$ cat src/spi_sel_cfg.svh
// register offsets, field positions, reset values and frame figures of the select controller
`ifndef SPI_SEL_CFG_SVH
`define SPI_SEL_CFG_SVH
`define OFF_CTRL_ONE 8'h00
`define OFF_DATA 8'h04
`define OFF_STATUS 8'h08
`define OFF_ACCESS 8'h0c
`define OFF_CTRL_TWO 8'h10
`define OFF_DCTRL_TWO 8'h14
`define OFF_BITRATE 8'h18
`define OFF_CMD_BASE 8'h20
`define C1_EN 0
`define C1_MST 1
`define C1_MM 2
`define C1_LOOP 3
`define C1_MOSI_IDLE 4
`define C1_STOP 5
`define C1_INIT 6
`define C1_POL 8
`define SR_OVR 0
`define SR_IDLE 1
`define SR_MODE_FAULT_FLAG 2
`define SR_PER 3
`define SR_UDR 4
`define SR_TXE 5
`define SR_RXF 6
`define AC_BYTE 0
`define AC_LW 1
`define C2_PE 0
`define C2_ODD 1
`define C2_ASE 2
`define RST_C1 12'h000
`define RST_AC 2'h0
`define RST_C2 3'h0
`define RST_BR 8'h00
`define FLEN_MIN 6'h08
`define FLEN_20 6'h14
`define FLEN_24 6'h18
`define FLEN_MAX 6'h20
`endif

$ cat src/spi_sel_pkg.sv
// types shared by the serial select controller
package spi_sel_pkg;
  typedef enum logic [5:0] {
    ST_IDLE = 6'h01,
    ST_LEAD = 6'h02,
    ST_SHIFT = 6'h04,
    ST_HOLD = 6'h08,
    ST_TAIL = 6'h10,
    ST_NEXT = 6'h20
  } eng_state_e;
  // one command slot, 21 bits, high bits first
  typedef struct packed {
    logic [2:0] next_dly;
    logic [2:0] neg_dly;
    logic [2:0] clk_dly;
    logic burst;
    logic lsb_first;
    logic [3:0] len;
    logic cpha;
    logic cpol;
    logic [1:0] brdv;
    logic [1:0] sel;
  } cmd_s;
  typedef struct packed {
    logic sck;
    logic sck_oe;
    logic mosi;
    logic mosi_oe;
    logic miso;
    logic miso_oe;
    logic [3:0] sel;
    logic [3:0] sel_oe;
  } pins_s;
endpackage

$ cat src/spi_select_ctrl.sv
// serial peripheral interface with select control, command sequencer and apb registers
// Summary of operation
// - four select lines; single-master drives all four as outputs
// - multi-master: line 0 is input, lines 1 to 3 outputs
// - slave: line 0 is the select input, lines 1 to 3 unused
// - master waits 1 to 8 clock cycles from select to first clock
// - master waits 1 to 8 clock cycles from clock stop to negation
// - master waits 1 to 8 clock cycles before the next select
// - active level of each select line is programmable
// - up to eight commands run in turn, wrapping to the first
// - each command holds select, rate, mode, length, order, burst, delays
// - writing the transmit buffer starts a master transfer
// - data output level while select is negated is programmable
// - enable bit turns on clock auto-stop; cleared means off
// - receive full, transmit empty and idle requests
// - one error request for mode fault, overrun, underrun, parity
// - mode fault flag reads fault or underrun; separate underrun flag
// - data window width: longword, word or byte by access bits
// - parity enable appends parity and checks received frames
// - software initialisation of the interface and internal loopback
// - module stop halts the interface
// - frame length 8 to 16, 20, 24 or 32 bits; msb or lsb first
// - master clock divides system clock by 2 up to 4096
`timescale 1ns/1ns
`include "spi_sel_cfg.svh"
module spi_select_ctrl
  import spi_sel_pkg::*;
#(
  parameter int CMD_SLOTS = 8
)
(
  input wire logic sys_clk_in,
  input wire logic rst_n_in,
  input wire logic psel_in,
  input wire logic penable_in,
  input wire logic pwrite_in,
  input wire logic [7:0] paddr_in,
  input wire logic [31:0] pwdata_in,
  output logic [31:0] prdata_out,
  output logic pready_out,
  output logic pslverr_out,
  input wire logic serial_shift_clock_in,
  output logic serial_shift_clock_out,
  output logic serial_shift_clock_oe_out,
  input wire logic mosi_in,
  output logic mosi_out,
  output logic mosi_oe_out,
  input wire logic miso_in,
  output logic miso_out,
  output logic miso_oe_out,
  input wire logic select_line_0_in,
  output logic [3:0] slave_select_line_out,
  output logic [3:0] slave_select_line_oe_out,
  output logic rx_full_req_out,
  output logic tx_empty_req_out,
  output logic error_req_out,
  output logic idle_req_out
);
  localparam int PW = $clog2(CMD_SLOTS);

  // ****************************************************************
  // helpers
  // ****************************************************************
  // data bits of a frame from its length code
  function automatic logic [5:0] frame_bits(input logic [3:0] len);
    if (len <= 4'h8)
      frame_bits = `FLEN_MIN + {2'h0, len};
    else if (len == 4'h9)
      frame_bits = `FLEN_20;
    else if (len == 4'ha)
      frame_bits = `FLEN_24;
    else
      frame_bits = `FLEN_MAX;
  endfunction

  // word position of the idx-th bit on the wire
  function automatic logic [4:0] bit_pos(input logic [5:0] idx, input logic [5:0] fb,
                                         input logic lsb);
    logic [5:0] p;
    p = lsb ? idx : 6'(fb - 6'h01 - idx);
    bit_pos = p[4:0];
  endfunction

  // 32 bits shift to zero, so the minus one gives all ones
  function automatic logic [31:0] len_mask(input logic [5:0] fb);
    len_mask = (32'h1 << fb) - 32'h1;
  endfunction

  function automatic logic [31:0] acc_mask(input logic [1:0] ac);
    if (ac[`AC_BYTE])
      acc_mask = 32'h0000_00ff;
    else if (ac[`AC_LW])
      acc_mask = 32'hffff_ffff;
    else
      acc_mask = 32'h0000_ffff;
  endfunction

  // ****************************************************************
  // state
  // ****************************************************************
  logic [11:0] c1_q, c1_d;
  logic [1:0] ac_q, ac_d;
  logic [2:0] c2_q, c2_d;
  logic [PW-1:0] last_q, last_d, ptr_q, ptr_d;
  logic [7:0] br_q, br_d;
  cmd_s cmd_mem_q [CMD_SLOTS];
  cmd_s cmd_mem_d [CMD_SLOTS];
  cmd_s cmd_q, cmd_d;
  eng_state_e st_q, st_d;
  logic [11:0] div_q, div_d;
  logic [3:0] hcnt_q, hcnt_d;
  logic [6:0] ecnt_q, ecnt_d;
  logic [5:0] ocnt_q, ocnt_d, scnt_q, scnt_d;
  logic [31:0] tx_sh_q, tx_sh_d, rx_sh_q, rx_sh_d, tx_buf_q, tx_buf_d, rx_buf_q, rx_buf_d;
  logic rpar_q, rpar_d, sck_q, sck_d, act_q, act_d;
  logic tx_full_q, tx_full_d, rx_full_q, rx_full_d;
  logic ovr_q, ovr_d, mode_fault_flag_q, mode_fault_flag_d, udr_q, udr_d, per_q, per_d;
  logic [31:0] prdata_q, prdata_d;
  logic pready_q, pready_d, pslverr_q, pslverr_d;
  pins_s pins_q, pins_d;
  logic [3:0] req_q, req_d;
  logic sck_s1, sck_s2, sck_s3, mosi_s1, mosi_s2, miso_s1, miso_s2, ssl_s1, ssl_s2;
  logic apb_wr, apb_rd, run, mst_run, slv_run, ssl0_act, tick, edge_ev, lead, samp, adv;
  logic frame_done, do_store, finish, start, out_bit, tx_par, in_bit;
  logic [5:0] fb, nb, cidx;
  logic [11:0] half;
  logic [31:0] amask, store_data;
  logic [7:0] status;
  logic [15:0] dwell_q;

  // ****************************************************************
  // pin synchronisers
  // ****************************************************************
  // two stages before any logic; the third sck stage only feeds edge detection
  always_ff @(posedge sys_clk_in)
  begin
    sck_s1 <= serial_shift_clock_in;
    sck_s2 <= sck_s1;
    sck_s3 <= sck_s2;
    mosi_s1 <= mosi_in;
    mosi_s2 <= mosi_s1;
    miso_s1 <= miso_in;
    miso_s2 <= miso_s1;
    ssl_s1 <= select_line_0_in;
    ssl_s2 <= ssl_s1;
  end

  // ****************************************************************
  // registers, bus slave and transfer engine
  // ****************************************************************
  always_comb
  begin
    c1_d = c1_q;
    ac_d = ac_q;
    c2_d = c2_q;
    last_d = last_q;
    br_d = br_q;
    cmd_mem_d = cmd_mem_q;
    cmd_d = cmd_q;
    ptr_d = ptr_q;
    st_d = st_q;
    ecnt_d = ecnt_q;
    ocnt_d = ocnt_q;
    scnt_d = scnt_q;
    tx_sh_d = tx_sh_q;
    rx_sh_d = rx_sh_q;
    tx_buf_d = tx_buf_q;
    rx_buf_d = rx_buf_q;
    rpar_d = rpar_q;
    sck_d = sck_q;
    act_d = act_q;
    tx_full_d = tx_full_q;
    rx_full_d = rx_full_q;
    ovr_d = ovr_q;
    mode_fault_flag_d = mode_fault_flag_q;
    udr_d = udr_q;
    per_d = per_q;
    amask = acc_mask(ac_q);
    apb_wr = psel_in && penable_in && pready_q && pwrite_in && !pslverr_q;
    apb_rd = psel_in && penable_in && pready_q && !pwrite_in && !pslverr_q;
    cidx = 6'((paddr_in - `OFF_CMD_BASE) >> 2);
    run = c1_q[`C1_EN] && !c1_q[`C1_STOP];
    mst_run = run && c1_q[`C1_MST];
    slv_run = run && !c1_q[`C1_MST];
    ssl0_act = (ssl_s2 == c1_q[`C1_POL]);
    fb = frame_bits(cmd_q.len);
    nb = fb + {5'h00, c2_q[`C2_PE]};
    half = 12'(({4'h0, br_q} + 12'h001) << cmd_q.brdv);
    tick = (div_q == half - 12'h001);
    tx_par = ^(tx_sh_q & len_mask(fb)) ^ c2_q[`C2_ODD];
    out_bit = (ocnt_q < fb) ? tx_sh_q[bit_pos(ocnt_q, fb, cmd_q.lsb_first)] : tx_par;
    in_bit = c1_q[`C1_LOOP] ? out_bit : (c1_q[`C1_MST] ? miso_s2 : mosi_s2);
    status = 8'h00;
    status[`SR_OVR] = ovr_q;
    status[`SR_IDLE] = (st_q == ST_IDLE) && !tx_full_q;
    status[`SR_MODE_FAULT_FLAG] = mode_fault_flag_q || udr_q;
    status[`SR_PER] = per_q;
    status[`SR_UDR] = udr_q;
    status[`SR_TXE] = !tx_full_q;
    status[`SR_RXF] = rx_full_q;
    // read data is fetched in the setup phase so the answer needs no wait state
    prdata_d = 32'h0;
    pslverr_d = 1'b0;
    pready_d = psel_in && !penable_in;
    if (psel_in && !penable_in)
    begin
      case (paddr_in)
        `OFF_CTRL_ONE: prdata_d = {20'h0, c1_q};
        `OFF_DATA: prdata_d = rx_buf_q & amask;
        `OFF_STATUS: prdata_d = {24'h0, status};
        `OFF_ACCESS: prdata_d = {30'h0, ac_q};
        `OFF_CTRL_TWO: prdata_d = {29'h0, c2_q};
        `OFF_DCTRL_TWO: prdata_d = 32'(last_q);
        `OFF_BITRATE: prdata_d = {24'h0, br_q};
        default:
        begin
          if (paddr_in >= `OFF_CMD_BASE && paddr_in[1:0] == 2'h0 && cidx < 6'(CMD_SLOTS))
            prdata_d = {11'h0, cmd_mem_q[cidx[PW-1:0]]};
          else
            pslverr_d = 1'b1;
        end
      endcase
    end
    // clears come before the engine so a same-cycle event wins
    if (apb_rd && paddr_in == `OFF_DATA)
      rx_full_d = 1'b0;
    if (apb_wr && paddr_in == `OFF_STATUS)
    begin
      if (pwdata_in[`SR_OVR])
        ovr_d = 1'b0;
      if (pwdata_in[`SR_MODE_FAULT_FLAG])
      begin
        mode_fault_flag_d = 1'b0;
        udr_d = 1'b0;
      end
      if (pwdata_in[`SR_PER])
        per_d = 1'b0;
      if (pwdata_in[`SR_UDR])
        udr_d = 1'b0;
    end
    // clock edges: own divider as master, synchronised pin as slave
    if (c1_q[`C1_MST])
    begin
      edge_ev = (st_q == ST_SHIFT) && tick && mst_run;
      lead = !ecnt_q[0];
    end
    else
    begin
      edge_ev = (st_q == ST_SHIFT) && slv_run && (sck_s2 != sck_s3);
      lead = (sck_s3 == cmd_q.cpol);
    end
    samp = edge_ev && (cmd_q.cpha ? !lead : lead);
    adv = edge_ev && (cmd_q.cpha ? (lead && ecnt_q != 7'h00) : !lead);
    if (edge_ev)
    begin
      ecnt_d = ecnt_q + 7'h01;
      if (c1_q[`C1_MST])
        sck_d = !sck_q;
    end
    if (adv)
      ocnt_d = ocnt_q + 6'h01;
    if (samp)
    begin
      scnt_d = scnt_q + 6'h01;
      if (scnt_q < fb)
        rx_sh_d[bit_pos(scnt_q, fb, cmd_q.lsb_first)] = in_bit;
      else
        rpar_d = in_bit;
    end
    frame_done = edge_ev && (ecnt_q + 7'h01 == {nb, 1'b0});
    // auto-stop parks the clock instead of overrunning a full receive buffer
    do_store = (frame_done && !(c1_q[`C1_MST] && c2_q[`C2_ASE] && rx_full_d))
               || (st_q == ST_HOLD && !rx_full_d);
    store_data = (st_q == ST_HOLD) ? rx_sh_q : rx_sh_d;
    if (do_store)
    begin
      if (c2_q[`C2_PE] && ((^(store_data & len_mask(fb)) ^ c2_q[`C2_ODD]) != rpar_d))
        per_d = 1'b1;
      if (rx_full_d)
        ovr_d = 1'b1;
      else
      begin
        rx_buf_d = store_data;
        rx_full_d = 1'b1;
      end
    end
    finish = do_store && c1_q[`C1_MST];
    if (finish)
      ptr_d = (ptr_q == last_q) ? '0 : PW'(ptr_q + 1'b1);
    start = (st_q == ST_IDLE && mst_run && tx_full_q && !mode_fault_flag_q)
            || (finish && cmd_q.burst && tx_full_q);
    case (st_q)
      ST_IDLE:
      begin
        sck_d = cmd_q.cpol;
        if (slv_run && ssl0_act)
        begin
          st_d = ST_SHIFT;
          cmd_d = cmd_mem_q[0];
        end
      end
      // one half period less here: the shift state waits the last half before its first edge
      ST_LEAD:
        if (tick && hcnt_q == {cmd_q.clk_dly, 1'b0})
          st_d = ST_SHIFT;
      ST_SHIFT:
      begin
        if (c1_q[`C1_MST] && frame_done && c2_q[`C2_ASE] && rx_full_d)
          st_d = ST_HOLD;
        if (slv_run && !ssl0_act)
        begin
          st_d = ST_IDLE;
          if (ecnt_q != 7'h00)
            mode_fault_flag_d = 1'b1;
        end
      end
      ST_HOLD: sck_d = cmd_q.cpol;
      ST_TAIL:
        if (tick && hcnt_q == {cmd_q.neg_dly, 1'b1})
        begin
          st_d = ST_NEXT;
          act_d = 1'b0;
        end
      ST_NEXT:
        if (tick && hcnt_q == {cmd_q.next_dly, 1'b1})
          st_d = ST_IDLE;
      default: st_d = ST_IDLE;
    endcase
    // slave frame boundary: fresh counters and the next transmit word
    if ((slv_run && st_q == ST_IDLE && ssl0_act) || (!c1_q[`C1_MST] && frame_done))
    begin
      ecnt_d = 7'h00;
      ocnt_d = 6'h00;
      scnt_d = 6'h00;
      rx_sh_d = 32'h0;
      if (tx_full_q)
      begin
        tx_sh_d = tx_buf_q;
        tx_full_d = 1'b0;
      end
      else
        udr_d = 1'b1;
    end
    if (finish)
      st_d = ST_TAIL;
    if (start)
    begin
      cmd_d = cmd_mem_q[ptr_d];
      tx_sh_d = tx_buf_q;
      tx_full_d = 1'b0;
      act_d = 1'b1;
      st_d = ST_LEAD;
      ecnt_d = 7'h00;
      ocnt_d = 6'h00;
      scnt_d = 6'h00;
      rx_sh_d = 32'h0;
      sck_d = cmd_mem_q[ptr_d].cpol;
    end
    // a foreign master driving line 0 takes the bus away
    if (mst_run && c1_q[`C1_MM] && ssl0_act)
    begin
      mode_fault_flag_d = 1'b1;
      st_d = ST_IDLE;
      act_d = 1'b0;
    end
    if (!run)
    begin
      st_d = ST_IDLE;
      act_d = 1'b0;
      sck_d = cmd_q.cpol;
    end
    div_d = (st_d != st_q || tick) ? 12'h000 : div_q + 12'h001;
    hcnt_d = (st_d != st_q) ? 4'h0 : (tick ? hcnt_q + 4'h1 : hcnt_q);
    // configuration writes; a data write lands after the engine took the old word
    if (apb_wr)
    begin
      case (paddr_in)
        `OFF_CTRL_ONE:
        begin
          c1_d = pwdata_in[11:0];
          c1_d[`C1_INIT] = 1'b0;
        end
        `OFF_DATA:
        begin
          tx_buf_d = pwdata_in & amask;
          tx_full_d = 1'b1;
        end
        `OFF_ACCESS: ac_d = pwdata_in[1:0];
        `OFF_CTRL_TWO: c2_d = pwdata_in[2:0];
        `OFF_DCTRL_TWO: last_d = pwdata_in[PW-1:0];
        `OFF_BITRATE: br_d = pwdata_in[7:0];
        default:
          if (paddr_in >= `OFF_CMD_BASE)
            cmd_mem_d[cidx[PW-1:0]] = pwdata_in[20:0];
      endcase
    end
    // initialisation keeps configuration, clears engine, buffers and flags
    if (apb_wr && paddr_in == `OFF_CTRL_ONE && pwdata_in[`C1_INIT])
    begin
      st_d = ST_IDLE;
      act_d = 1'b0;
      ptr_d = '0;
      tx_full_d = 1'b0;
      rx_full_d = 1'b0;
      ovr_d = 1'b0;
      mode_fault_flag_d = 1'b0;
      udr_d = 1'b0;
      per_d = 1'b0;
    end
    // pins; select level follows the programmed polarity of each line
    pins_d.sck = sck_q;
    pins_d.sck_oe = mst_run;
    pins_d.mosi = act_q ? out_bit : c1_q[`C1_MOSI_IDLE];
    pins_d.mosi_oe = mst_run;
    pins_d.miso = out_bit;
    pins_d.miso_oe = slv_run && ssl0_act;
    for (int i = 0; i < 4; i++)
    begin
      pins_d.sel[i] = (act_q && mst_run && cmd_q.sel == 2'(i)) ? c1_q[`C1_POL + i]
                      : !c1_q[`C1_POL + i];
      pins_d.sel_oe[i] = mst_run && !(c1_q[`C1_MM] && i == 0);
    end
    req_d[0] = rx_full_q;
    req_d[1] = !tx_full_q && c1_q[`C1_EN];
    req_d[2] = ovr_q || mode_fault_flag_q || udr_q || per_q;
    req_d[3] = (st_q == ST_IDLE) && !tx_full_q && c1_q[`C1_EN];
  end

  always_ff @(posedge sys_clk_in)
  begin
    if (!rst_n_in)
    begin
      c1_q <= `RST_C1;
      ac_q <= `RST_AC;
      c2_q <= `RST_C2;
      last_q <= '0;
      br_q <= `RST_BR;
      cmd_mem_q <= '{default: '0};
      cmd_q <= '0;
      ptr_q <= '0;
      st_q <= ST_IDLE;
      div_q <= 12'h000;
      hcnt_q <= 4'h0;
      ecnt_q <= 7'h00;
      ocnt_q <= 6'h00;
      scnt_q <= 6'h00;
      tx_sh_q <= 32'h0;
      rx_sh_q <= 32'h0;
      tx_buf_q <= 32'h0;
      rx_buf_q <= 32'h0;
      rpar_q <= 1'b0;
      sck_q <= 1'b0;
      act_q <= 1'b0;
      tx_full_q <= 1'b0;
      rx_full_q <= 1'b0;
      ovr_q <= 1'b0;
      mode_fault_flag_q <= 1'b0;
      udr_q <= 1'b0;
      per_q <= 1'b0;
      prdata_q <= 32'h0;
      pready_q <= 1'b0;
      pslverr_q <= 1'b0;
      pins_q <= '0;
      req_q <= 4'h0;
    end
    else
    begin
      c1_q <= c1_d;
      ac_q <= ac_d;
      c2_q <= c2_d;
      last_q <= last_d;
      br_q <= br_d;
      cmd_mem_q <= cmd_mem_d;
      cmd_q <= cmd_d;
      ptr_q <= ptr_d;
      st_q <= st_d;
      div_q <= div_d;
      hcnt_q <= hcnt_d;
      ecnt_q <= ecnt_d;
      ocnt_q <= ocnt_d;
      scnt_q <= scnt_d;
      tx_sh_q <= tx_sh_d;
      rx_sh_q <= rx_sh_d;
      tx_buf_q <= tx_buf_d;
      rx_buf_q <= rx_buf_d;
      rpar_q <= rpar_d;
      sck_q <= sck_d;
      act_q <= act_d;
      tx_full_q <= tx_full_d;
      rx_full_q <= rx_full_d;
      ovr_q <= ovr_d;
      mode_fault_flag_q <= mode_fault_flag_d;
      udr_q <= udr_d;
      per_q <= per_d;
      prdata_q <= prdata_d;
      pready_q <= pready_d;
      pslverr_q <= pslverr_d;
      pins_q <= pins_d;
      req_q <= req_d;
    end
  end

  assign prdata_out = prdata_q;
  assign pready_out = pready_q;
  assign pslverr_out = pslverr_q;
  assign serial_shift_clock_out = pins_q.sck;
  assign serial_shift_clock_oe_out = pins_q.sck_oe;
  assign mosi_out = pins_q.mosi;
  assign mosi_oe_out = pins_q.mosi_oe;
  assign miso_out = pins_q.miso;
  assign miso_oe_out = pins_q.miso_oe;
  assign slave_select_line_out = pins_q.sel;
  assign slave_select_line_oe_out = pins_q.sel_oe;
  assign rx_full_req_out = req_q[0];
  assign tx_empty_req_out = req_q[1];
  assign error_req_out = req_q[2];
  assign idle_req_out = req_q[3];

  // ****************************************************************
  // checks
  // ****************************************************************
  // cycles spent in the current engine state, read only by the delay checks
  always_ff @(posedge sys_clk_in)
  begin
    if (!rst_n_in || st_d != st_q)
      dwell_q <= 16'h0000;
    else
      dwell_q <= dwell_q + 16'h0001;
  end

  AST_SINGLE_OE: assert property (@(posedge sys_clk_in) disable iff (!rst_n_in)
    (mst_run && !c1_q[`C1_MM]) |=> (slave_select_line_oe_out == 4'hf))
    else $error("single master does not drive all select lines");
  AST_MULTI_IN: assert property (@(posedge sys_clk_in) disable iff (!rst_n_in)
    (mst_run && c1_q[`C1_MM]) |=> (!slave_select_line_oe_out[0] && slave_select_line_oe_out[3]))
    else $error("multi master select line roles wrong");
  AST_SLAVE_OFF: assert property (@(posedge sys_clk_in) disable iff (!rst_n_in)
    slv_run |=> (slave_select_line_oe_out == 4'h0 && !serial_shift_clock_oe_out))
    else $error("slave drives select or clock");
  AST_LEAD_LEN: assert property (@(posedge sys_clk_in) disable iff (!rst_n_in)
    (st_q == ST_LEAD && st_d == ST_SHIFT)
    |-> (32'(dwell_q) + 1 == (2 * 32'(cmd_q.clk_dly) + 1) * 32'(half)))
    else $error("select to clock delay wrong");
  AST_TAIL_LEN: assert property (@(posedge sys_clk_in) disable iff (!rst_n_in)
    (st_q == ST_TAIL && st_d == ST_NEXT)
    |-> (32'(dwell_q) + 1 == (32'(cmd_q.neg_dly) + 1) * 2 * 32'(half)))
    else $error("negation delay wrong");
  AST_NEXT_LEN: assert property (@(posedge sys_clk_in) disable iff (!rst_n_in)
    (st_q == ST_NEXT && st_d == ST_IDLE && run && !(c1_q[`C1_MM] && ssl0_act) && !apb_wr)
    |-> (32'(dwell_q) + 1 == (32'(cmd_q.next_dly) + 1) * 2 * 32'(half)))
    else $error("next access delay wrong");
  AST_SEL_NEG: assert property (@(posedge sys_clk_in) disable iff (!rst_n_in)
    (mst_run && !act_q) |=> (slave_select_line_out == ~$past(c1_q[`C1_POL +: 4])))
    else $error("select not negated while idle");
  AST_PTR_WRAP: assert property (@(posedge sys_clk_in) disable iff (!rst_n_in)
    (finish && ptr_q == last_q && !apb_wr) |=> (ptr_q == '0))
    else $error("command pointer does not wrap");
  AST_START: assert property (@(posedge sys_clk_in) disable iff (!rst_n_in)
    (st_q == ST_IDLE && mst_run && tx_full_q && !mode_fault_flag_q && !ssl0_act && !apb_wr)
    |=> (st_q == ST_LEAD && !tx_full_q ##1 serial_shift_clock_out == cmd_q.cpol))
    else $error("buffer write did not start a transfer");
  AST_MODE_FAULT_FLAG_READ: assert property (@(posedge sys_clk_in) disable iff (!rst_n_in)
    (psel_in && !penable_in && paddr_in == `OFF_STATUS)
    |=> (prdata_out[`SR_MODE_FAULT_FLAG] == $past(mode_fault_flag_q || udr_q)))
    else $error("mode fault flag misreads");
  AST_BYTE_READ: assert property (@(posedge sys_clk_in) disable iff (!rst_n_in)
    (psel_in && !penable_in && paddr_in == `OFF_DATA && ac_q[`AC_BYTE])
    |=> (prdata_out[31:8] == 24'h0))
    else $error("byte access returns upper bits");
  AST_ERR_REQ: assert property (@(posedge sys_clk_in) disable iff (!rst_n_in)
    (ovr_q || mode_fault_flag_q || udr_q || per_q) |=> error_req_out)
    else $error("error request missing");
endmodule

$ cat config.mk
export PLATFORM = sky130hd
export DESIGN_NAME = spi_select_ctrl
export DESIGN_NICKNAME = d
export VERILOG_FILES = /design/src/spi_sel_pkg.sv /design/src/spi_select_ctrl.sv
export VERILOG_INCLUDE_DIRS = /design/src
export SDC_FILE = /design/constraint.sdc
export NUM_CORES = 1
export LEC_CHECK = 0
export BUFFER_PORTS_ARGS = -buffer_cell sky130_fd_sc_hd__buf_2
export CELL_PAD_IN_SITES_DETAIL_PLACEMENT = 1
export CELL_PAD_IN_SITES_GLOBAL_PLACEMENT = 1
export CORE_MARGIN = 3
export CORE_UTILIZATION = 49
export CTS_CLUSTER_SIZE = 12
export DETAILED_ROUTE_END_ITERATION = 10
export HOLD_SLACK_MARGIN = 0.05
export PLACE_DENSITY_LB_ADDON = 0.1
export SLEW_MARGIN = 30
export SYNTH_ARGS = -nofsm -noshare
export SYNTH_HDL_FRONTEND = slang
export SYNTH_SLANG_ARGS = --single-unit
$ cat constraint.sdc
create_clock -name sys_clk_in -period 8.2 [get_ports sys_clk_in]
set_input_delay 0.41 -clock sys_clk_in [delete_from_list [all_inputs] [get_ports sys_clk_in]]
set_output_delay 0.41 -clock sys_clk_in [all_outputs]
set_load 0.005 [all_outputs]
==> flow_metrics.tcl <==
set metrics [dict create \
    fp.dieW_um 228 \
    finalNetCount 3004 \
    cts_tree "yes" \
    p_leak_nw 9.46 \
    first_global_vias 23010 \
    synth.distinct_cells 89 \
    clk-insertion-delay-late_ps 600 \
    fin_crit_ps 6520 \
    ff2ff_path_depth 19 \
    tns_ps 0 \
    ir_drop_uv 139 \
    rrSetupSlack_ps 1680 \
    hold_end "tx_buf_q[25]" \
    wire_per_inst_um 23.9 \
    synth.avg_cell_area_um2 8.19 \
    synth_edf_count 0 \
    endpoint_kind "flop" \
    rsz0062_at_grt "false" \
    port_buffers 100 \
    worstPathRequired_ps 8700 \
    area_delta_synth_final_pct 10.6 \
    die-area_mm2 0.0520 \
    tightest_slew_ps 990 \
    worstPathArrival_ps 7020 \
    die_h_um 228 \
    min_from "pwdata_in[25]" \
    layout_commonest_cell "nand2_1" \
    ys_ff_latch 454 \
    grt_max_degree 132 \
    cts_sinks 454 \
    grt_pass1_wl_mm 134 \
    hold_depth 3 \
    track_usage_pct 32.4 \
    io_pins 101 \
    power_w 0.00473 \
    grt_antenna_before_repair 3 \
    path_max_fanout 46 \
    status "finished, final reports clean" \
    hold_viol 0 \
    fin_crit_sh_pct 79.5 \
    hold_path_class "in2reg" \
    htreeDepth 2 \
    core_area_mm2 0.0482 \
    fin_ws_ps 1680 \
    place_ws_ps 1650 \
    ys.flop_type "dfxtp_1" \
    slew_headroom_pct 33.9 \
    place_congestion 0.919 \
    finClkSkew_ps 23.7 \
    ys_seq_area_share_pct 37.6 \
    firstDrtPassIters 6 \
    startpoint_type "flop" \
    ys_async_sr_fraction_pct 0 \
    start_util_pct 50.1 \
    p_per_area_mw_per_mm2 177 \
    yosysWarnings 0 \
    clockRootBuffer "clkbuf_16" \
    rows 80 \
    ctsResizeCount 0 \
    worstReg2RegEnd "per_q" \
    overflow 0 \
    cts-buffers-inserted 51 \
    postRouteAntennaNets 0 \
    drc_errors 0 \
    clk_pin_slew_ps 60 \
    critPathKind "reg2reg" \
    dr.first_iter.drc_count 1497 \
    cts-hold-fix-buffers 4 \
    synthCells 2951 \
    syn_area_mm2 0.0242 \
    wl_mm 86.7 \
    slew_violations 0 \
    final_cell_mix "nand2_1 (733), dfxtp_1 (454), a21boi_0 (210)" \
    via_per_inst 6.07 \
    final_util_pct 55.4 \
    cap_violations 0 \
    setup-violations-final 0 \
    num_vias 21994 \
    cts_setup_buffers 0 \
    reg2reg_from "br_q[0]" \
    dp_hpwl_mm 59.1 \
    cts_buffer_depth 3 \
    drive_gt1_share_pct 11.2 \
    fmax_ghz 0.153 \
]
## worst max-delay path, cell delays in order, from the launching register on
cell	delay, ps
dfxtp_1	760
ha_1	470
xor2_1	430
a21oi_1	70
or4_1	520
nand3_1	160
xor2_1	90
nor4_1	280
nand4_1	200
nor4b_2	380
a21oi_4	120
buf_4	310
nor4_1	480
mux2i_1	580
xnor2_1	250
or3_1	350
a31oi_1	330
xor2_1	200
xnor3_1	220
o22ai_1	160
## power breakdown
group | leakage [nW] | total, W | switching, W | internal [W]
clock | 0.845 | 0.00235 | 0.000956 | 0.00139
combinational | 4.96 | 0.000167 | 0.000112 | 0.0000544
sequential | 3.66 | 0.00222 | 0.00000556 | 0.00221
## area by class of cell
type	count	area (µm²)
antenna	3	7.51
clock buffer	73	1500
clock inverter	19	204
fill	5833	21500
inverter	41	154
multi-input combinational	2229	14100
sequential	454	9090
tap	656	821
timing repair buffer	148	893
## sequential cells by signal, summed over array words and instances (netlist names), 4 cells and up
signal / count
br_q: 8
c1_q: 11
cmd_mem_q: 168
cmd_q: 21
div_q: 12
ecnt_q: 7
hcnt_q: 4
ocnt_q: 6
prdata_out: 32
req_q: 4
rx_buf_q: 32
rx_sh_q: 32
scnt_q: 6
slave_select_line_out: 4
st_q: 6
tx_buf_q: 32
tx_sh_q: 32
## per-stage QoR
stage                     cell area, µm²  std cells  hold WS (ps)
after floorplan                    24200       2952           310
after global placement             25000       3522           314
after detailed placement           25000       3522           323
after CTS                          26700       3618          71.6
after global routing               26700       3622          98.7
final                              26800       3623          96.4
## Yosys cell counts, drive strengths merged, types with 37 or more instances
| cell | instances | area, µm² |
|---|---|---|
| xnor2 | 97 | 857 |
| inv | 39 | 146 |
| o21ai | 86 | 430 |
| a211oi | 37 | 278 |
| dfxtp | 454 | 9090 |
| mux2i | 108 | 1080 |
| a21oi | 64 | 324 |
| nand3 | 78 | 390 |
| nor2b | 71 | 444 |
| xor2 | 39 | 342 |
| nor3 | 42 | 225 |
| clkbuf | 186 | 698 |
| buf | 42 | 251 |
| mux4 | 42 | 946 |
| a21boi | 210 | 1580 |
| and2 | 73 | 457 |
| nor2 | 165 | 619 |
| nand2 | 736 | 2770 |
## kinds of logic (layout without fill, tap and decap cells)
group	count (synthesis)	count (layout)	share of synthesized area (%)
other	1	5	0.0155
AND/OR/NAND/NOR	1307	1307	24.6
buffers and inverters	269	281	4.56
adder cells (fa/ha/maj)	30	30	1.61
flip-flops	454	454	37.6
multiplexers	156	156	8.66
XOR/XNOR	145	145	5.80
AO/OA/AOI/OAI	589	589	17.2
## worst max path at each step
stage,endpoint,depth (start not counted),slack [ps],startpoint
after floorplan,per_q,24,2600,cmd_q[9]
after global placement,per_q,20,1930,cmd_q[6]
after detailed placement,per_q,20,1650,cmd_q[6]
after CTS,per_q,20,1590,cmd_q[6]
after global routing,per_q,21,1280,cmd_q[6]
final,per_q,19,1680,br_q[0]
## layer usage
metal	up-vias	track usage (%)	share of wire, %
li1	10054	-	-
met5	-	0	0
met2	684	56.8	49
met1	10984	38.5	40
met3	272	5.00	5.7
met4	0	16.4	5.1
No activity file was read; power rests on OpenSTA's default activity.
